**config.mk**
```make
export PLATFORM = sky130hd
export DESIGN_NAME = pps_sequencer
export DESIGN_NICKNAME = d
export VERILOG_FILES = /design/src/logic/pps_sequencer.v
export VERILOG_INCLUDE_DIRS = /design/src /design/src/logic
export SDC_FILE = /design/constraint.sdc
export NUM_CORES = 1
export LEC_CHECK = 0
export BUFFER_PORTS_ARGS = -buffer_cell sky130_fd_sc_hd__buf_2
export CAP_MARGIN = 20
export CELL_PAD_IN_SITES_DETAIL_PLACEMENT = 1
export CELL_PAD_IN_SITES_GLOBAL_PLACEMENT = 2
export CORE_MARGIN = 2
export CORE_UTILIZATION = 38
export CTS_BUF_LIST = sky130_fd_sc_hd__clkbuf_8
export CTS_CLUSTER_SIZE = 40
export DETAILED_ROUTE_END_ITERATION = 8
export PLACE_DENSITY = 0.92
export SLEW_MARGIN = 20
export SYNTH_ARGS = -nofsm -noshare
export SYNTH_HDL_FRONTEND = slang
export SYNTH_SLANG_ARGS = --single-unit
```
**constraint.sdc**
```tcl
create_clock -name clk -period 6.6 [get_ports clk]
set_clock_uncertainty 0.15 [all_clocks]
set_input_delay 1.32 -clock clk [delete_from_list [all_inputs] [get_ports clk]]
set_output_delay 1.32 -clock clk [all_outputs]
set_load 0.005 [all_outputs]
```
**src/logic/pps_consts.vh**
```
// Constants shared by the push-pull PWM sequencer: register map, events, timing.
// Assumes a 100 MHz clk; voltages and currents are carried as integer millivolts.
//
// Behaviour
// RULE_01: Each gate drive switches at half the cycle rate, at most 50% duty.
// RULE_02: After one output turns off, wait programmable dead time before other turns on.
// RULE_03: Both gate drive outputs are never high together.
// RULE_04: Dead time setting of zero adds no extra dead time, allowing full 50%. The code still keeps a one-clock gap.
// RULE_05: External clock must run at least 25% above internal oscillator to lock.
// RULE_06: Unused external clock input is held low to run from internal oscillator.
// RULE_07: Each current limit trip adds one fixed charge step to the fault integrator.
// RULE_08: Integrator at shutdown threshold stops both outputs and enters fault shutdown.
// RULE_09: In fault, integrator bled to restart threshold starts a fresh soft-start.
// RULE_10: Current sense is compared against fixed current limit level every cycle.
// RULE_11: Current limit trip ends the active on-time within that same cycle.
// RULE_12: Soft-start begins only after undervoltage lockout is released.
// RULE_13: Soft-start reference steps from zero to 1230 mV over 2047 cycles, then holds.
// RULE_14: Slope ramp restarts from zero each cycle and rises at programmed rate.
// RULE_15: Output turns off when sense exceeds error level minus 1600 mV minus ramp.
// RULE_16: Undervoltage lockout holds oscillator, comparators and both drivers inactive.
// RULE_17: A steering flip-flop toggles each cycle so outputs take turns.
// RULE_18: An active external clock's rising edges start each cycle instead.
`ifndef PPS_CONSTS_VH
`define PPS_CONSTS_VH

`define PPS_OFS_OSC_PERIOD 12'h000
`define PPS_OFS_DEAD_TIME 12'h004
`define PPS_OFS_SLOPE 12'h008
`define PPS_OFS_BLEED 12'h00c
`define PPS_OFS_STATUS 12'h010
`define PPS_OFS_LEVELS 12'h014
`define PPS_OFS_IRQ_STATUS 12'h018
`define PPS_OFS_IRQ_CLEAR 12'h01c
`define PPS_OFS_IRQ_ENABLE 12'h020

`define PPS_RST_OSC_PERIOD 16'h00c8
`define PPS_RST_DEAD_TIME 16'h0003
`define PPS_RST_SLOPE 16'h0001
`define PPS_RST_BLEED 16'h0064
`define PPS_MIN_OSC_PERIOD 16'h0004

`define PPS_CLK_MHZ 100
`define PPS_DEAD_MIN_NS 30
// The dead-time floor in whole clocks, rounded up so it never falls short of the minimum.
`define PPS_DEAD_MIN_CYC 16'h0003

`define PPS_CURRENT_LIMIT_COMPARATOR_MV 16'h013a
`define PPS_OFFSET_MV 16'h0640
`define PPS_FI_STEP 16'h003c
`define PPS_FI_SHUT 16'h0af0
`define PPS_FI_RESTART 16'h0640
`define PPS_SS_CYCLES 11'h7ff
`define PPS_REF_MV 11'h4ce

`define PPS_EV_CURRENT_LIMIT_COMPARATOR 0
`define PPS_EV_FAULT 1
`define PPS_EV_RESTART 2
`define PPS_EV_SS_DONE 3
`define PPS_NUM_EV 4

`endif

```
**src/logic/pps_sequencer.v**
```verilog
// Timing core of a current-mode push-pull PWM controller with an APB register slave.
// Assumes comparator inputs in millivolts from same-clock converters; sync and lockout pins
// are asynchronous and are filtered here.
`timescale 1ns/1ps
`include "pps_consts.vh"

module pps_sequencer
(
    input wire clk,
    input wire sys_rst,
    input wire undervoltage_lockout,
    input wire ext_sync,
    input wire [15:0] current_sense_mv,
    input wire [15:0] error_amp_mv,
    input wire psel,
    input wire penable,
    input wire pwrite,
    input wire [11:0] paddr,
    input wire [31:0] pwdata,
    output reg [31:0] prdata,
    output reg pready,
    output reg pslverr,
    output reg first_gate_drive,
    output reg second_gate_drive,
    output reg [10:0] soft_start_reference,
    output reg fault_shutdown,
    output reg irq
);

    localparam ST_HOLD = 2'b00;
    localparam ST_SOFT = 2'b01;
    localparam ST_RUN = 2'b10;
    localparam ST_FAULT = 2'b11;

    reg [15:0] osc_period;
    reg [15:0] dead_time_setting;
    reg [15:0] slope_ramp_setting;
    reg [15:0] bleed_period;
    reg [`PPS_NUM_EV-1:0] irq_status;
    reg [`PPS_NUM_EV-1:0] irq_enable;

    reg [1:0] pin_s1;
    reg [1:0] pin_s2;
    reg [1:0] pin_s3;
    reg [1:0] pin_f;
    reg sync_prev;

    reg [1:0] state;
    reg [15:0] osc_cnt;
    reg [16:0] sync_wd;
    reg steer;
    reg tripped;
    reg [15:0] dead_cnt;
    reg [15:0] ramp_mv;
    reg [15:0] integ;
    reg [15:0] bleed_cnt;
    reg [10:0] ss_cnt;

    reg [1:0] next_state;
    reg [`PPS_NUM_EV-1:0] events;

    wire [1:0] pin_raw;
    wire undervoltage_lockout_f;
    wire sync_f;
    wire sync_edge;
    wire sync_active;
    wire [15:0] period_eff;
    wire [15:0] dead_eff;
    wire int_tick;
    wire cycle_start;
    wire running;
    wire any_on;
    wire current_limit_comparator_now;
    wire [17:0] pwm_lhs;
    wire pwm_now;
    wire trip_now;
    wire next_steer;
    wire next_tripped;
    wire next_first;
    wire next_second;
    wire off_event;
    wire [16:0] integ_sum;
    wire bleed_tick;
    wire [21:0] ref_prod;
    wire apb_setup;
    wire apb_done;
    wire apb_wr;
    wire addr_ok;
    wire [`PPS_NUM_EV-1:0] irq_clear;

    assign pin_raw = {undervoltage_lockout, ext_sync};

    // Three stages per pin; a new level is accepted only when the second and third agree.
    genvar gi;
    generate
        for (gi = 0; gi < 2; gi = gi + 1)
        begin : g_pin
            always @(posedge clk)
            begin
                if (sys_rst)
                begin
                    pin_s1[gi] <= 1'b0;
                    pin_s2[gi] <= 1'b0;
                    pin_s3[gi] <= 1'b0;
                    pin_f[gi] <= 1'b0;
                end
                else
                begin
                    pin_s1[gi] <= pin_raw[gi];
                    pin_s2[gi] <= pin_s1[gi];
                    pin_s3[gi] <= pin_s2[gi];
                    if (pin_s2[gi] == pin_s3[gi])
                    begin
                        pin_f[gi] <= pin_s3[gi];
                    end
                end
            end
        end
    endgenerate

    assign sync_f = pin_f[0];
    assign undervoltage_lockout_f = pin_f[1];
    assign sync_edge = sync_f & ~sync_prev;

    // Periods below the minimum would leave no room for dead time and a pulse.
    assign period_eff = (osc_period < `PPS_MIN_OSC_PERIOD) ? `PPS_MIN_OSC_PERIOD : osc_period;

    // Zero selects the no-extra-dead-time mode; other values are clamped to the
    // 30 ns floor and to one oscillator period, which is half a switching period.
    assign dead_eff = (dead_time_setting == 16'h0000) ? 16'h0000 : // RULE_04
                      (dead_time_setting < `PPS_DEAD_MIN_CYC) ? `PPS_DEAD_MIN_CYC : // RULE_02
                      (dead_time_setting > period_eff) ? period_eff : dead_time_setting;

    // A sync edge keeps the source selected for two internal periods; only a clock slower
    // than half the internal rate would let internal ticks slip in, so 25% leaves wide margin.
    assign sync_active = (sync_wd < {period_eff, 1'b0}); // RULE_05
    assign int_tick = (osc_cnt >= period_eff - 16'h0001);
    assign running = (state == ST_SOFT) || (state == ST_RUN);
    assign cycle_start = (state != ST_HOLD) &&
                         (sync_active ? sync_edge : int_tick); // RULE_18

    assign any_on = first_gate_drive | second_gate_drive;
    assign current_limit_comparator_now = (current_sense_mv > `PPS_CURRENT_LIMIT_COMPARATOR_MV); // RULE_10
    assign pwm_lhs = {2'b00, current_sense_mv} + {2'b00, `PPS_OFFSET_MV} + {2'b00, ramp_mv};
    assign pwm_now = (pwm_lhs > {2'b00, error_amp_mv}); // RULE_15
    assign trip_now = any_on & (current_limit_comparator_now | pwm_now); // RULE_11

    assign next_steer = cycle_start ? ~steer : steer; // RULE_17
    assign next_tripped = cycle_start ? 1'b0 : (tripped | trip_now);

    // Each output is eligible only in its own oscillator period, so it can be high for
    // at most one period of every two: 50% at half the oscillator rate.
    assign next_first = running & ~next_steer & ~next_tripped & // RULE_01
                        (first_gate_drive | (~second_gate_drive & (dead_cnt == 16'h0000))); // RULE_03
    assign next_second = running & next_steer & ~next_tripped &
                         (second_gate_drive | (~first_gate_drive & (dead_cnt == 16'h0000))); // RULE_03
    assign off_event = (first_gate_drive & ~next_first) | (second_gate_drive & ~next_second);

    assign integ_sum = {1'b0, integ} + {1'b0, `PPS_FI_STEP};
    assign bleed_tick = (bleed_cnt >= bleed_period) && (bleed_period != 16'h0000);
    assign ref_prod = {11'h000, ss_cnt} * {11'h000, `PPS_REF_MV};

    assign apb_setup = psel & penable & ~pready;
    assign apb_done = psel & penable & pready;
    assign apb_wr = apb_done & pwrite & ~pslverr;
    assign addr_ok = (paddr == `PPS_OFS_OSC_PERIOD) || (paddr == `PPS_OFS_DEAD_TIME) ||
                     (paddr == `PPS_OFS_SLOPE) || (paddr == `PPS_OFS_BLEED) ||
                     (paddr == `PPS_OFS_STATUS) || (paddr == `PPS_OFS_LEVELS) ||
                     (paddr == `PPS_OFS_IRQ_STATUS) || (paddr == `PPS_OFS_IRQ_CLEAR) ||
                     (paddr == `PPS_OFS_IRQ_ENABLE);
    assign irq_clear = (apb_wr && (paddr == `PPS_OFS_IRQ_CLEAR)) ?
                       pwdata[`PPS_NUM_EV-1:0] : {`PPS_NUM_EV{1'b0}};

    always @*
    begin
        next_state = state;
        events = {`PPS_NUM_EV{1'b0}};
        events[`PPS_EV_CURRENT_LIMIT_COMPARATOR] = any_on & current_limit_comparator_now & ~tripped;
        case (state)
            ST_HOLD:
            begin
                next_state = ST_SOFT; // RULE_12
            end
            ST_SOFT:
            begin
                if (integ >= `PPS_FI_SHUT)
                begin
                    next_state = ST_FAULT;
                    events[`PPS_EV_FAULT] = 1'b1;
                end
                else if (cycle_start && (ss_cnt == `PPS_SS_CYCLES - 11'h001))
                begin
                    next_state = ST_RUN;
                    events[`PPS_EV_SS_DONE] = 1'b1;
                end
            end
            ST_RUN:
            begin
                if (integ >= `PPS_FI_SHUT) // RULE_08
                begin
                    next_state = ST_FAULT;
                    events[`PPS_EV_FAULT] = 1'b1;
                end
            end
            ST_FAULT:
            begin
                if (integ <= `PPS_FI_RESTART) // RULE_09
                begin
                    next_state = ST_SOFT;
                    events[`PPS_EV_RESTART] = 1'b1;
                end
            end
            default:
            begin
                next_state = ST_HOLD;
            end
        endcase
    end

    // Lockout acts like a synchronous reset on the whole switching core.
    always @(posedge clk)
    begin
        if (sys_rst || undervoltage_lockout_f) // RULE_16
        begin
            state <= ST_HOLD;
            osc_cnt <= 16'h0000;
            sync_wd <= 17'h1ffff;
            sync_prev <= 1'b0;
            steer <= 1'b1;
            tripped <= 1'b0;
            dead_cnt <= 16'h0000;
            ramp_mv <= 16'h0000;
            ss_cnt <= 11'h000;
            first_gate_drive <= 1'b0;
            second_gate_drive <= 1'b0;
            soft_start_reference <= 11'h000;
            fault_shutdown <= 1'b0;
        end
        else
        begin
            state <= next_state;
            sync_prev <= sync_f;
            osc_cnt <= (cycle_start || int_tick) ? 16'h0000 : osc_cnt + 16'h0001;
            if (sync_edge)
            begin
                sync_wd <= 17'h00000;
            end
            else if (sync_wd != 17'h1ffff)
            begin
                sync_wd <= sync_wd + 17'h00001;
            end
            steer <= next_steer;
            tripped <= next_tripped;
            first_gate_drive <= next_first;
            second_gate_drive <= next_second;
            if (off_event)
            begin
                dead_cnt <= dead_eff; // RULE_02
            end
            else if (dead_cnt != 16'h0000)
            begin
                dead_cnt <= dead_cnt - 16'h0001;
            end
            if (cycle_start)
            begin
                ramp_mv <= 16'h0000; // RULE_14
            end
            else if (ramp_mv <= 16'hffff - slope_ramp_setting)
            begin
                ramp_mv <= ramp_mv + slope_ramp_setting;
            end
            if (next_state != ST_SOFT)
            begin
                ss_cnt <= (next_state == ST_RUN) ? `PPS_SS_CYCLES : 11'h000;
            end
            else if (cycle_start && (ss_cnt != `PPS_SS_CYCLES))
            begin
                ss_cnt <= ss_cnt + 11'h001; // RULE_13
            end
            if (ss_cnt == `PPS_SS_CYCLES)
            begin
                soft_start_reference <= `PPS_REF_MV;
            end
            else
            begin
                soft_start_reference <= ref_prod[21:11];
            end
            fault_shutdown <= (next_state == ST_FAULT);
        end
    end

    // The integrator survives lockout, but release goes straight to soft-start; fault returns only if it is still at the shutdown threshold.
    always @(posedge clk)
    begin
        if (sys_rst)
        begin
            integ <= 16'h0000;
            bleed_cnt <= 16'h0000;
        end
        else
        begin
            bleed_cnt <= bleed_tick ? 16'h0000 : bleed_cnt + 16'h0001;
            if (events[`PPS_EV_CURRENT_LIMIT_COMPARATOR])
            begin
                integ <= integ_sum[16] ? 16'hffff : integ_sum[15:0]; // RULE_07
            end
            else if (bleed_tick && (integ != 16'h0000))
            begin
                integ <= integ - 16'h0001;
            end
        end
    end

    // One wait state lets read data come straight from a flip-flop.
    always @(posedge clk)
    begin
        if (sys_rst)
        begin
            prdata <= 32'h00000000;
            pready <= 1'b0;
            pslverr <= 1'b0;
            osc_period <= `PPS_RST_OSC_PERIOD;
            dead_time_setting <= `PPS_RST_DEAD_TIME;
            slope_ramp_setting <= `PPS_RST_SLOPE;
            bleed_period <= `PPS_RST_BLEED;
            irq_enable <= {`PPS_NUM_EV{1'b0}};
            irq_status <= {`PPS_NUM_EV{1'b0}};
            irq <= 1'b0;
        end
        else
        begin
            pready <= apb_setup;
            pslverr <= apb_setup & ~addr_ok;
            if (apb_setup)
            begin
                case (paddr)
                    `PPS_OFS_OSC_PERIOD: prdata <= {16'h0000, osc_period};
                    `PPS_OFS_DEAD_TIME: prdata <= {16'h0000, dead_time_setting};
                    `PPS_OFS_SLOPE: prdata <= {16'h0000, slope_ramp_setting};
                    `PPS_OFS_BLEED: prdata <= {16'h0000, bleed_period};
                    `PPS_OFS_STATUS: prdata <= {24'h000000, sync_active, steer,
                                                second_gate_drive, first_gate_drive,
                                                undervoltage_lockout_f, fault_shutdown, state};
                    `PPS_OFS_LEVELS: prdata <= {5'h00, ss_cnt, integ};
                    `PPS_OFS_IRQ_STATUS: prdata <= {28'h0000000, irq_status};
                    `PPS_OFS_IRQ_ENABLE: prdata <= {28'h0000000, irq_enable};
                    default: prdata <= 32'h00000000;
                endcase
            end
            if (apb_wr)
            begin
                case (paddr)
                    `PPS_OFS_OSC_PERIOD: osc_period <= pwdata[15:0];
                    `PPS_OFS_DEAD_TIME: dead_time_setting <= pwdata[15:0];
                    `PPS_OFS_SLOPE: slope_ramp_setting <= pwdata[15:0];
                    `PPS_OFS_BLEED: bleed_period <= pwdata[15:0];
                    `PPS_OFS_IRQ_ENABLE: irq_enable <= pwdata[`PPS_NUM_EV-1:0];
                    default: irq_enable <= irq_enable;
                endcase
            end
            // A new event in the clearing cycle stays set.
            irq_status <= (irq_status & ~irq_clear) | events;
            irq <= |(((irq_status & ~irq_clear) | events) & irq_enable);
        end
    end

endmodule // pps_sequencer

```
# Word-level counts from Yosys, hierarchy flattened
# Index checks and enable logic that the tools add are counted.
# totals
ff_bits,242
latchBits,0
ram_bits,0
romBits,0
inputBits,83
out_inout_bits,49
elab_cells,192
n_memories,0
# classes
addsub,12
n_mul,1
div_mod_pow,0
magnitude_cmp,11
eq_ne,20
shift,0
n_mux,32
n_bitwise,42
reduce_logical,40
# op_table
cell,count
one-hot mux 27 bit (8 select lines),1
2-to-1 mux 16 bit,9
"== test 12 x 5 -> 1 bit, second input constant",4
nonzero test 16 bit,3
"subtractor 16 x 1 -> 16 bit, second input constant",3
2-to-1 mux 11 bit,4
2-to-1 mux 17 bit,2
"adder 16 x 1 -> 16 bit, second input constant",2
greater-or-equal comparator 16 bit,2
logical NOT 16 bit,2
"== test 12 x 4 -> 1 bit, second input constant",2
"== test 11 bit, second input constant",2
"multiplier 11 x 10 -> 21 bit, second input constant",1
bitwise AND 1 bit,20
adder 17 x 16 -> 18 bit,1
> comparator 18 x 16 -> 1 bit,1
"adder 16 x 11 -> 17 bit, second input constant",1
"adder 16 x 6 -> 17 bit, second input constant",1
"adder 17 x 1 -> 17 bit, second input constant",1
< comparator 17 bit,1
"!= test 17 bit, second input constant",1
adder 16 bit,1
"greater-or-equal comparator 16 x 12 -> 1 bit, second input constant",1
> comparator 16 bit,1
31 further kinds,91

# Logic depth before layout (Yosys ltp)
# Gate-level depths: netlist of run 1.
# logic_depth
ltp_word,15
ltp_mapped,23
depth_no_buf,22

# Worst setup path before layout of run 1
# Ideal clock, no wire load.
# synth_path
path_type,input -> register
from,in current_sense_mv[6]
to,reg dead_cnt[10]
setup_ns,0.121
arrival_ns,5.136
required_time_ns,6.329
slack_ns,1.192
path_stages,22
path_buffers,1
cell_sequence,inv_1 > ha_1 > inv_1 > ha_1 > or3_1 > o221ai_1 > o21ai_0 > a31oi_1 > o21bai_1 > a21oi_1 > xnor2_1 > ha_1 > nand2_1 > nor2_1 > o21a_1 > o31ai_1 > and3b_1 > a31oi_1 > a211oi_2 > nor3_2 > buf_6 > mux2_4
# synth_between
elab_chain_cells,14
word_cells_on_any_way,20
cone_classes,add/sub: 2; order compare: 2; mux: 2; bitwise: 13; reduce/logical: 1
# synth_rtl
item,line,rtl
"start, declared",pps_sequencer.v:13,"input wire [15:0] current_sense_mv,"
adder 16 x 11 -> 17 bit,pps_sequencer.v:144,"assign pwm_lhs = {2'b00, current_sense_mv} + {2'b00, `PPS_OFFSET_MV} + {2'b00, ramp_mv};"
adder 17 x 16 -> 18 bit,pps_sequencer.v:144,
> comparator 18 x 16 -> 1 bit,pps_sequencer.v:145,"assign pwm_now = (pwm_lhs > {2'b00, error_amp_mv});"
bitwise OR 1 bit (*),pps_sequencer.v:146,assign trip_now = any_on & (current_limit_comparator_now | pwm_now);
bitwise AND 1 bit (*),pps_sequencer.v:146,
bitwise OR 1 bit (*),pps_sequencer.v:149,assign next_tripped = cycle_start ? 1'b0 : (tripped | trip_now);
2-to-1 mux 1 bit (*),pps_sequencer.v:149,
inverter 1 bit (*),"pps_sequencer.v:153, pps_sequencer.v:155",
bitwise AND 1 bit (on tied branches) (2 in a row),"pps_sequencer.v:153, pps_sequencer.v:155",
inverter 1 bit,pps_sequencer.v:157,assign off_event = (first_gate_drive & ~next_first) | (second_gate_drive & ~next_second);
bitwise AND 1 bit,pps_sequencer.v:157,
bitwise OR 1 bit (*),pps_sequencer.v:157,
2-to-1 mux 16 bit / nonzero test 2 bit (equally long branches),--,
"end signal, assigned",pps_sequencer.v:262,dead_cnt <= dead_cnt - 16'h0001;
"end, declared",pps_sequencer.v:53,reg [15:0] dead_cnt;
# Mark *: on every way between the ends. The rest lies on a longest branch, timed or not.
# A chain may end at the register's enable or synchronous reset.

# Final worst setup path of run 1
# layout_path
from,reg osc_period[8]
to,reg ss_cnt[9]
# layout_between
elab_chain_cells,13
word_cells_on_any_way,17
cone_classes,add/sub: 1; order compare: 3; eq/ne: 2; mux: 7; reduce/logical: 4
# layout_rtl
item,line,rtl
"start, declared",pps_sequencer.v:35,reg [15:0] osc_period;
"start signal, assigned",pps_sequencer.v:322,osc_period <= `PPS_RST_OSC_PERIOD;
"start signal, assigned",pps_sequencer.v:353,`PPS_OFS_OSC_PERIOD: osc_period <= pwdata[15:0];
< comparator 16 x 3 -> 1 bit (no line),--,
2-to-1 mux 16 bit (*),pps_sequencer.v:126,assign period_eff = (osc_period < `PPS_MIN_OSC_PERIOD) ? `PPS_MIN_OSC_PERIOD : osc_period;
subtractor 16 x 1 -> 16 bit,pps_sequencer.v:137,assign int_tick = (osc_cnt >= period_eff - 16'h0001);
greater-or-equal comparator 16 bit,pps_sequencer.v:137,
2-to-1 mux 1 bit (*),pps_sequencer.v:140,(sync_active ? sync_edge : int_tick);
logical AND 1 bit (*),pps_sequencer.v:139,assign cycle_start = (state != ST_HOLD) &&
logical AND 1 bit,pps_sequencer.v:191,else if (cycle_start && (ss_cnt == `PPS_SS_CYCLES - 11'h001))
2-to-1 mux 2 bit,pps_sequencer.v:191,
2-to-1 mux 2 bit,pps_sequencer.v:186,if (integ >= `PPS_FI_SHUT)
one-hot mux 2 bit (4 select lines),pps_sequencer.v:179,case (state)
== test 2 bit,pps_sequencer.v:274,ss_cnt <= (next_state == ST_RUN) ? `PPS_SS_CYCLES : 11'h000;
2-to-1 mux 11 bit,pps_sequencer.v:274,
2-to-1 mux 11 bit,pps_sequencer.v:272,if (next_state != ST_SOFT)
"end signal, assigned",pps_sequencer.v:274,
"end signal, assigned",pps_sequencer.v:278,ss_cnt <= ss_cnt + 11'h001;
"end, declared",pps_sequencer.v:57,reg [10:0] ss_cnt;
# Marked as above.

==> flow_metrics.py, run 1 <==
metrics = {
    "power_and_ir_drop": {
        "leakage_nw": 8.27,
        "ir_worst_vdd_v": 0.000138,
        "p_sw_share_pct": 33.0,
        "p_comb_share_pct": 24.1,
        "power_switching_mw": 1.39,
        "p_int_mw": 2.84,
        "clkPwrFrac_pct": 36.5,
        "power_frac_seq_pct": 39.4,
        "p_per_area_nw_per_um2": 230,
    },
    "synth": {
        "synth_seq_cells": 237,
        "yosysWarnings": 0,
        "synthArstFlopShare_pct": 0,
        "synth_top_family_by_area": "adder cells",
        "syn_inst": 1996,
        "synth_top_area_share_pct": 29.0,
        "syn_area_sq_um": 16400,
        "synth_xor_xnor_area_share_pct": 5.41,
        "synth_cell_type_count": 73,
        "synth_edf_count": 0,
        "synth.area.top_cells": "dfxtp_1 29%, ha_1 16%, nand2_1 5.2%",
        "synth_fa_ha_area_share_pct": 19.2,
        "synth-simple-area-share_pct": 18.9,
        "yosysTopAreaCell": "dfxtp_1",
        "synth_compound_area_share_pct": 17.9,
        "synthMuxAreaShare_pct": 3.29,
        "syn_avg_cell_area_sq_um": 8.19,
        "ys_seq_area_share_pct": 29.0,
        "ys.flop_type": "dfxtp_1",
    },
    "die": {
        "initial_core_util_pct": 38.7,
        "fp-row-count": 75,
        "ios": 132,
        "die_area_sq_um": 44700,
        "die_h_um": 211,
        "dieWidth_um": 211,
        "coreArea_sq_um": 42200,
    },
    "clock_network": {
        "clockRootBuffer": "clkbuf_8",
        "h-tree-depth": 2,
        "cts_buffer_depth": 3,
        "ctsHoldBuffers": 0,
        "cts_setup_buffers": 0,
        "clock_latency_ns": 0.61,
        "cts.sinks": 237,
        "clk_pin_slew_ns": 0.06,
        "cts_tree": "yes",
        "cts_resized": 0,
        "cts_made_buffers": 45,
    },
    "critical_path": {
        "slowest_delay_ns": 0.58,
        "crit_required_ns": 6.93,
        "path_max_fanout": 11,
        "crit_family": "compound AO/OA/AOI/OAI gates",
        "reg2reg_from": "osc_period[8]",
        "cp.arrival_ns": 6.22,
        "cp-end-kind": "flip-flop",
        "crit-reg2reg-capture": "ss_cnt[9]",
        "cp_slowest_cell": "a21boi_0",
        "crit_chain": "or4_4 > nor4_1 > nor2b_1 > inv_1 > ha_1 > nand3_1 > nor2_1 > xnor2_1 > ha_1 > a21o_1 > a221o_1 > a211oi_1 > nor3_1 > mux2i_1 > buf_4 > o21ai_1 > a21boi_0 > nand2b_1 > o21ai_0 > nor3_1",
        "r2r_slack_ns": 0.72,
        "path_class": "flip-flop to flip-flop",
        "path_buf_inv": 2,
        "worstSetupStartpointType": "flip-flop",
        "reg2reg_depth": 20,
    },
    "placement": {
        "hpwlAfterDp_mm": 40.9,
        "portBuffers": 110,
        "gp_congestion": 0.926,
        "placed_cell_area_sq_um": 17500,
    },
    "outcome": {
        "outcome": "finished, final reports clean",
    },
    "timing": {
        "rsz0062_at_grt": "false",
        "worst_pin_slew_ns": 1.08,
        "setup_viol_count_final": 0,
        "fmax_ghz": 0.170,
        "min_period_over_period_pct": 89.1,
        "finalHoldViolations": 0,
        "drv_slew": 0,
        "min_period_ns": 5.88,
        "tns_ns": 0,
        "relSlewSlack_pct": 27.6,
    },
    "worst_hold_path": {
        "hp-start": "prdata[26]",
        "holdPathStages": 2,
        "hold_path_end": "prdata[26]",
        "hold_path.class": "flip-flop to flip-flop",
    },
    "cells_and_area": {
        "final_common_cell": "dfxtp_1",
        "final_cell_mix": "237 x dfxtp_1, 226 x nand2_1, 205 x ha_1",
        "layout.nets": 2415,
        "drive_gt1_share_pct": 11.5,
        "n_antenna_cell": 0,
        "area_growth_pct": 12.6,
        "finalInstanceArea_sq_um": 18400,
    },
    "grt": {
        "first_global_vias": 15700,
        "antenna_found_initial": 0,
        "grt_max_degree": 87,
        "grt.overflow.total": 0,
        "grt_pass1_wl_mm": 85.2,
        "track_usage_pct": 24.0,
    },
    "routing": {
        "top_layer": "met4",
        "first_pass_iters": 5,
        "wl_met1_mm": 23.7,
        "routed_wl_mm": 52.9,
        "drc": 0,
        "routedWlPerCell_um": 19.8,
        "drtIter0Drc": 941,
        "route.met2.wl_mm": 23.9,
        "vias": 15100,
        "via_per_inst": 5.66,
        "wl_met3_mm": 2.81,
        "antenna_left": 0,
    },
    "flow_run": {
        "drv_cap": 0,
    },
}
synth_stat cells (all sizes together), types with 29 or more instances:
library cell,number
nor3,48
ha,205
mux2i,35
fa,29
nand2,226
a21oi,156
clkbuf,70
inv,174
nand3,68
a211oi,33
o21ai,72
dfxtp,237
xnor2,66
a21o,32
xor2,35
nor2,180
worst max-delay path by stage:
| stage | slack (ns) | cells after the start | from | to |
|---|---|---|---|---|
| CTS | 0.73 | 20 | osc_period[8] | ss_cnt[9] |
| detailed placement | 0.44 | 24 | current_sense_mv[1] | dead_cnt[14] |
| finish | 0.72 | 20 | osc_period[8] | ss_cnt[9] |
| global placement | 0.56 | 24 | current_sense_mv[1] | dead_cnt[9] |
| floorplan | 1.19 | 22 | current_sense_mv[6] | dead_cnt[10] |
| global route | 0.23 | 22 | osc_period[12] | ss_cnt[0] |
power groups by stage:
| stage | Combinational [mW] | Clock (mW) | Sequential, mW |
|---|---|---|---|
| 5_1_grt | 1.16 | 1.65 | 1.68 |
| 3_3_place_gp | 0.965 | 0 | 1.69 |
| 2_1_floorplan | 0.780 | 0 | 1.65 |
| 6_report | 1.02 | 1.55 | 1.67 |
| 4_1_cts | 1.02 | 1.58 | 1.66 |
| 3_5_place_dp | 1.01 | 0 | 1.69 |
metal layers:
layer / global-route usage (%) / vias up
li1: - / 7270
met4: 11.5 / 0
met5: 0 / -
met2: 38.4 / 377
met3: 3.89 / 115
met1: 31.5 / 7369
tightest hold or removal path, stage by stage, from the launching register on:
cell	delay, ns
dfxtp_1	0.31
nand2_1	0.05
a21oi_1	0.05
registers in the layout (all words and copies together) (netlist names), 4 cells and up:
name and cells:
bleed_cnt 16, bleed_period 16, dead_cnt 16, dead_time_setting 16, integ 16, irq_enable 4
irq_status 4, osc_cnt 16, osc_period 16, prdata 27, ramp_mv 16, slope_ramp_setting 16
soft_start_reference 11, ss_cnt 11, sync_wd 17
cell type report:
cell class / count / area (sq um)
Sequential cell: 237 / 4740
Tap cell: 539 / 674
Fill cell: 5151 / 23800
Multi-Input combinational cell: 1505 / 10600
Timing Repair Buffer: 135 / 741
Clock buffer: 61 / 840
Clock inverter: 22 / 120
Inverter: 174 / 653
kinds of logic (layout without fill, tap and decap cells):
| group | after synthesis | count (layout) |
|---|---|---|
| simple gates | 672 | 672 |
| compound gates | 444 | 444 |
| buf+inv | 258 | 392 |
| flops | 237 | 237 |
| fa+ha+maj | 234 | 234 |
| xor+xnor | 101 | 101 |
| mux | 49 | 49 |
| other cells | 1 | 5 |
through the flow:
stage	total power [mW]	cells	util [%]	setup WS [ns]	hold slack [ns]
floorplan	2.43	2000	-	1.19	0.264
global placement	2.65	2590	41.3	0.560	0.289
detailed placement	2.71	2590	41.3	0.443	0.300
CTS	4.27	2673	43.6	0.728	0.314
global route	4.50	2673	43.6	0.226	0.325
finish	4.23	2673	43.6	0.717	0.313
Power figures use the tool's default switching activity.
==> run 2: changes to the inputs <==
--- a/config.mk
+++ b/config.mk
@@ -11,11 +11,11 @@
 export CELL_PAD_IN_SITES_DETAIL_PLACEMENT = 1
 export CELL_PAD_IN_SITES_GLOBAL_PLACEMENT = 2
 export CORE_MARGIN = 2
-export CORE_UTILIZATION = 38
+export CORE_UTILIZATION = 34
 export CTS_BUF_LIST = sky130_fd_sc_hd__clkbuf_8
 export CTS_CLUSTER_SIZE = 40
 export DETAILED_ROUTE_END_ITERATION = 8
-export PLACE_DENSITY = 0.92
+export PLACE_DENSITY = 0.87
 export SLEW_MARGIN = 20
 export SYNTH_ARGS = -nofsm -noshare
 export SYNTH_HDL_FRONTEND = slang
==> constraint.sdc (replaced) <==
create_clock -name clk -period 5.05 [get_ports clk]
set_clock_uncertainty 0.15 [all_clocks]
set_input_delay 1.01 -clock clk [delete_from_list [all_inputs] [get_ports clk]]
set_output_delay 1.01 -clock clk [all_outputs]
set_load 0.005 [all_outputs]
==> run 2 against run 1 <==
  * The flow now finishes with violations (setup timing)
  * Maximum frequency grew 15%
  * Critical path type unchanged
  * Largest power group unchanged
  * Register-to-register slack worse by 0.77 ns
  * Sequential share of layout area is 1.9 points lower
==> flow_metrics.py, run 2 (synthesis results as in run 1) <==
metrics = {
    "outcome": {
        "outcome": "complete, but fails checks",
        "violations": "setup timing",
    },
    "power_and_ir_drop": {
        "p_int_mw": 3.68,
        "power_switching_mw": 1.86,
        "leakage_nw": 8.90,
        "p_sw_share_pct": 33.5,
        "p_comb_share_pct": 25.9,
        "ir_worst_vdd_v": 0.000198,
        "clkPwrFrac_pct": 34.8,
        "p_total_mw": 5.54,
        "power_frac_seq_pct": 39.3,
        "p_per_area_nw_per_um2": 277,
    },
    "routing": {
        "routedWlPerCell_um": 19.8,
        "drc": 0,
        "vias": 15700,
        "first_pass_iters": 6,
        "via_per_inst": 5.47,
        "drtIter0Drc": 1000,
        "antenna_left": 0,
        "routed_wl_mm": 56.9,
    },
    "critical_path": {
        "reg2reg_from": "osc_period[14]",
        "slowest_delay_ns": 0.58,
        "crit_required_ns": 5.38,
        "cp-end-kind": "flip-flop",
        "path_buf_inv": 5,
        "cp_slowest_cell": "or4_4",
        "crit_chain": "or4_4 > buf_6 > o41ai_4 > ha_4 > buf_6 > nand3_4 > nor2_4 > xnor2_2 > ha_1 > a21o_1 > a221o_1 > a211oi_4 > nor3_2 > mux2i_1 > buf_4 > mux2i_1 > a31oi_1 > a211oi_2 > nor3_4 > clkbuf_16 > buf_6 > mux2i_1",
        "crit-reg2reg-capture": "dead_cnt[1]",
        "cp.arrival_ns": 5.44,
        "path_max_fanout": 7,
        "reg2reg_depth": 22,
        "crit_family": "compound AO/OA/AOI/OAI gates",
        "critPathCapture": "dead_cnt[1]",
        "worstSetupStartpoint": "osc_period[14]",
        "r2r_slack_ns": -0.06,
        "worstSetupStartpointType": "flip-flop",
        "worst-path-stages": 22,
        "path_class": "flip-flop to flip-flop",
    },
    "cells_and_area": {
        "area_growth_pct": 22.2,
        "regMostFlops": "prdata",
        "drive_gt1_share_pct": 20.0,
        "final_util_pct": 41.9,
        "layout.nets": 2538,
        "fillerInstances": 5737,
        "top_regs": "prdata x27, sync_wd x17",
        "n_antenna_cell": 0,
        "final_common_cell": "dfxtp_1",
        "largest_reg_flops": 27,
        "final_cell_mix": "229 x dfxtp_1, 224 x nand2_1, 189 x ha_1",
    },
    "timing": {
        "min_period_over_period_pct": 101,
        "finalHoldViolations": 0,
        "rsz0062_at_grt": "true",
        "worst_pin_slew_ns": 1.00,
        "setup_viol_count_final": 7,
        "fmax_ghz": 0.196,
        "relSlewSlack_pct": 33.0,
        "min_period_ns": 5.11,
        "layout_setup_ws_ns": -0.0573,
        "drv_slew": 0,
    },
    "die": {
        "die_area_sq_um": 49900,
        "initial_core_util_pct": 34.3,
        "coreArea_sq_um": 47600,
        "die_h_um": 223,
        "dieWidth_um": 223,
        "ios": 132,
        "fp-row-count": 80,
    },
    "placement": {
        "portBuffers": 110,
        "gp_congestion": 0.913,
        "hpwlAfterDp_mm": 43.8,
    },
    "clock_network": {
        "clockRootBuffer": "clkbuf_8",
        "cts.sinks": 237,
        "cts_tree": "yes",
        "h-tree-depth": 2,
        "clock_latency_ns": 0.59,
        "cts_made_buffers": 45,
        "clk_pin_slew_ns": 0.07,
        "cts_buffer_depth": 3,
        "ctsHoldBuffers": 0,
    },
    "grt": {
        "track_usage_pct": 22.1,
        "grt_pass1_wl_mm": 88.5,
        "antenna_found_initial": 0,
        "grt.overflow.total": 0,
        "first_global_vias": 16500,
        "grt_max_degree": 63,
    },
    "flow_run": {
        "drv_cap": 0,
    },
    "worst_hold_path": {
        "hold_path.class": "flip-flop to flip-flop",
    },
}
==> run 2: cell types whose count changed in the layout (fill, tap and decap cells not counted), moves of 7 or more <==
| cell | before | now |
|---|---|---|
| dfxtp_1 | 237 | 229 |
| inv_1 | 188 | 174 |
| ha_1 | 205 | 189 |
| ha_4 | 0 | 10 |
| buf_4 | 26 | 137 |
| inv_2 | 0 | 9 |
| o21ai_0 | 71 | 64 |
==> run 2: layout make-up <==
cell class	instances	area, sq um	area share, %
inverters	174	653	3.27
clock inverters	19	90.1	0.451
multi-input cells	1505	11100	55.6
flip-flops and latches	237	4760	23.8
clock buffers	59	812	4.06
repair buffers	258	1780	8.89
well taps	615	769	3.85
==> run 2: metrics by stage <==
stage | setup slack [ns] | instances | hold slack, ns | cell area [sq um] | setup TNS [ns]
after CTS | 0.000249 | 2848 | 0.283 | 19400 | 0
after detailed placement | -0.781 | 2763 | 0.276 | 18300 | -14.83
after floorplan | -0.000577 | 2000 | 0.264 | 16400 | -0.000577
after global routing | -0.223 | 2867 | 0.298 | 20000 | -3.09
final | -0.0573 | 2867 | 0.281 | 20000 | -0.165
after global placement | -0.582 | 2763 | 0.271 | 18300 | -9.79
==> run 2: how the worst min path moves through the flow <==
| stage | start | end | slack [ns] | depth (start not counted) |
|---|---|---|---|---|
| 6_report | pin_s1[1] | pin_s2[1] | 0.28 | 1 |
| 5_1_grt | pin_s1[1] | pin_s2[1] | 0.30 | 1 |
| 4_1_cts | pin_s1[1] | pin_s2[1] | 0.28 | 1 |
| 3_5_place_dp | pin_s1[1] | pin_s2[1] | 0.28 | 1 |
| 3_3_place_gp | pin_s1[1] | pin_s2[1] | 0.27 | 1 |
| 2_1_floorplan | pin_s1[0] | pin_s2[0] | 0.26 | 1 |
==> run 2: repair_timing <==
item | CTS | global route
pin swaps | 28 | 54
endpoints found under the setup margin | 31 | 35
gates cloned | 0 | 3
hold endpoints to repair | 0 | 0
resized for setup | 30 | 85
setup buffers | 7 | 21
==> run 2: layer usage <==
metal  global-route usage (%)  share of wire, %  up-vias
met4                     8.11               3.8        0
met2                     38.2                48      408
met3                     3.17               5.0      115
met1                     28.0                43     7675
met5                        0                 0        -
li1                         -                 -     7488
==> run 2: worst register-to-register path, delay by kind of cell, from the launching register on <==
kind | cells | cell delay [ns]
mux | 3 | 0.47
simple gates | 5 | 1.14
fa+ha+maj | 2 | 0.49
buf+inv | 5 | 0.77
flops | 1 | 0.32
xor+xnor | 1 | 0.16
compound gates | 6 | 1.51
==> run 2: power by group through the flow <==
stage	Clock, mW	Combinational, mW	Sequential (mW)
floorplan	0	1.02	2.15
global placement	0	1.29	2.20
detailed placement	0	1.37	2.22
CTS	1.96	1.39	2.18
global route	2.04	1.62	2.20
finish	1.93	1.43	2.18
==> run 3: changes to the inputs <==
==> constraint.sdc (replaced) <==
create_clock -name clk -period 5.05 [get_ports clk]
set_clock_uncertainty 0.15 [all_clocks]
set_input_delay 1.2625 -clock clk [delete_from_list [all_inputs] [get_ports clk]]
set_output_delay 1.2625 -clock clk [all_outputs]
set_load 0.005 [all_outputs]
==> run 3 against run 2 <==
  * The flow still finishes with violations (setup timing)
  * Final area rose by 0.73%
  * Global-route usage rose by 0.34 points
  * Clock power up 7%
  * Wire length rose by 0.53%
  * Register-to-register slack lost 0.03 ns
  * Flip-flop and latch count unchanged
  * Core utilization grew 0.30 points
  * Clock-buffer cell count shrank 6
  * Critical endpoint is now dead_cnt[13]
==> flow_metrics.py, run 3 (synthesis results as in run 1) <==
metrics = {
    "routing": {
        "routedWlPerCell_um": 19.8,
        "drc": 0,
        "first_pass_iters": 7,
        "antenna_left": 0,
        "drtIter0Drc": 1011,
        "vias": 15800,
        "via_per_inst": 5.49,
        "routed_wl_mm": 57.2,
    },
    "die": {
        "die_h_um": 223,
        "coreArea_sq_um": 47600,
        "ios": 132,
        "die_area_sq_um": 49900,
        "dieWidth_um": 223,
        "fp-row-count": 80,
        "initial_core_util_pct": 34.3,
    },
    "clock_network": {
        "cts_made_buffers": 45,
        "cts_tree": "yes",
        "clk_pin_slew_ns": 0.06,
        "cts.sinks": 237,
        "clock_latency_ns": 0.62,
        "h-tree-depth": 2,
        "clockRootBuffer": "clkbuf_8",
        "cts_buffer_depth": 3,
    },
    "critical_path": {
        "reg2reg_from": "osc_period[9]",
        "critPathCapture": "dead_cnt[13]",
        "path_max_fanout": 7,
        "path_class": "flip-flop to flip-flop",
        "r2r_slack_ns": -0.09,
        "cp.arrival_ns": 5.49,
        "cp-end-kind": "flip-flop",
        "worstSetupStartpointType": "flip-flop",
        "crit_required_ns": 5.40,
        "worstSetupStartpoint": "osc_period[9]",
        "crit-reg2reg-capture": "dead_cnt[13]",
        "reg2reg_depth": 22,
    },
    "timing": {
        "layout_setup_ws_ns": -0.0901,
        "min_period_over_period_pct": 102,
        "setup_viol_count_final": 18,
        "rsz0062_at_grt": "true",
        "min_period_ns": 5.14,
        "relSlewSlack_pct": 30.9,
        "finalHoldViolations": 0,
        "drv_slew": 0,
        "fmax_ghz": 0.195,
        "holdWs_ns": 0.295,
        "worst_pin_slew_ns": 1.03,
    },
    "power_and_ir_drop": {
        "p_per_area_nw_per_um2": 282,
        "p_total_mw": 5.69,
        "leakage_nw": 8.95,
        "ir_worst_vdd_v": 0.000187,
    },
    "grt": {
        "grt.overflow.total": 0,
        "antenna_found_initial": 1,
        "grt_max_degree": 72,
        "track_usage_pct": 22.5,
        "grt_pass1_wl_mm": 90.0,
        "first_global_vias": 16400,
    },
    "cells_and_area": {
        "top_regs": "prdata x27, sync_wd x17",
        "area_growth_pct": 23.1,
        "drive_gt1_share_pct": 20.3,
        "fillerInstances": 5745,
        "largest_reg_flops": 27,
        "n_antenna_cell": 0,
        "final_cell_mix": "230 x dfxtp_1, 226 x nand2_1, 184 x ha_1",
        "regMostFlops": "prdata",
        "final_common_cell": "dfxtp_1",
        "layout.nets": 2553,
    },
    "worst_hold_path": {
        "hold_path.class": "flip-flop to flip-flop",
    },
    "placement": {
        "place_ws_ns": -0.933,
        "hpwlAfterDp_mm": 42.8,
        "gp_congestion": 0.875,
        "portBuffers": 110,
    },
    "flow_run": {
        "drv_cap": 0,
    },
    "outcome": {
        "outcome": "complete, but fails checks",
        "violations": "setup timing",
    },
}
==> run 3: worst min-delay path by stage <==
stage | start | end | slack (ns) | depth (start not counted)
3_3_place_gp | pin_s1[0] | pin_s2[0] | 0.27 | 1
3_5_place_dp | pin_s1[0] | pin_s2[0] | 0.28 | 1
5_1_grt | pin_s1[0] | pin_s2[0] | 0.32 | 1
4_1_cts | pin_s1[0] | pin_s2[0] | 0.30 | 1
2_1_floorplan | pin_s1[0] | pin_s2[0] | 0.26 | 1
6_report | pin_s1[0] | pin_s2[0] | 0.29 | 1
==> run 3: cell type report <==
class	count	area, sq um	share of cell area (%)
Clock buffer	53	729	3.62
Clock inverter	24	218	1.08
Inverter	174	653	3.24
Multi-Input combinational cell	1505	11200	55.5
Sequential cell	237	4760	23.7
Tap cell	615	769	3.82
Timing Repair Buffer	273	1840	9.12
==> run 3: where the power goes <==
| group | total (mW) | leakage (nW) | switching (mW) | internal [mW] |
|---|---|---|---|---|
| registers | 2.17 | 1.93 | 0.165 | 2.01 |
| logic | 1.46 | 6.50 | 0.822 | 0.635 |
| clock network | 2.06 | 0.526 | 0.899 | 1.16 |
==> run 3: stage by stage <==
stage | area, sq um | setup TNS (ns) | std cells | util [%]
floorplan | 16400 | -1.73 | 2000 | -
global placement | 18400 | -13.76 | 2773 | 38.7
detailed placement | 18400 | -17.66 | 2773 | 38.7
global route | 20100 | -5.45 | 2881 | 42.3
finish | 20100 | -0.857 | 2881 | 42.3
CTS | 19800 | 0 | 2867 | 41.5
==> run 3: what timing repair did <==
action,in CTS,in global routing
hold buffers,0,0
buffers inserted,17,14
gates cloned,0,1
resized for setup,49,51
hold endpoints to repair,0,0
endpoints found under the setup margin,32,40
pin swaps,37,39
==> run 3: metal layers <==
metal  up-vias  global-route usage (%)  part of all wire [%]
met2       402                    37.8                    47
met3       100                    3.09                   5.2
met1      7795                    29.6                    45
met4         0                    7.51                   2.8
met5         -                       0                     0
li1       7515                       -                     -
==> run 3: worst max-delay path, cell delays in order (launching register included) <==
cell       delay, ns
dfxtp_2         0.32
or4_4           0.56
buf_6           0.15
o41ai_4         0.41
ha_4            0.22
nand4_1         0.14
buf_4           0.19
nor2_1          0.10
xnor2_1         0.09
ha_1            0.19
a21oi_1         0.26
o211ai_1        0.14
a211oi_2        0.27
nor3_2          0.10
mux2i_1         0.22
buf_4           0.19
mux2i_2         0.25
a31oi_2         0.14
a211oi_2        0.26
nor3_4          0.07
buf_6           0.14
clkbuf_16       0.16
mux2_4          0.29
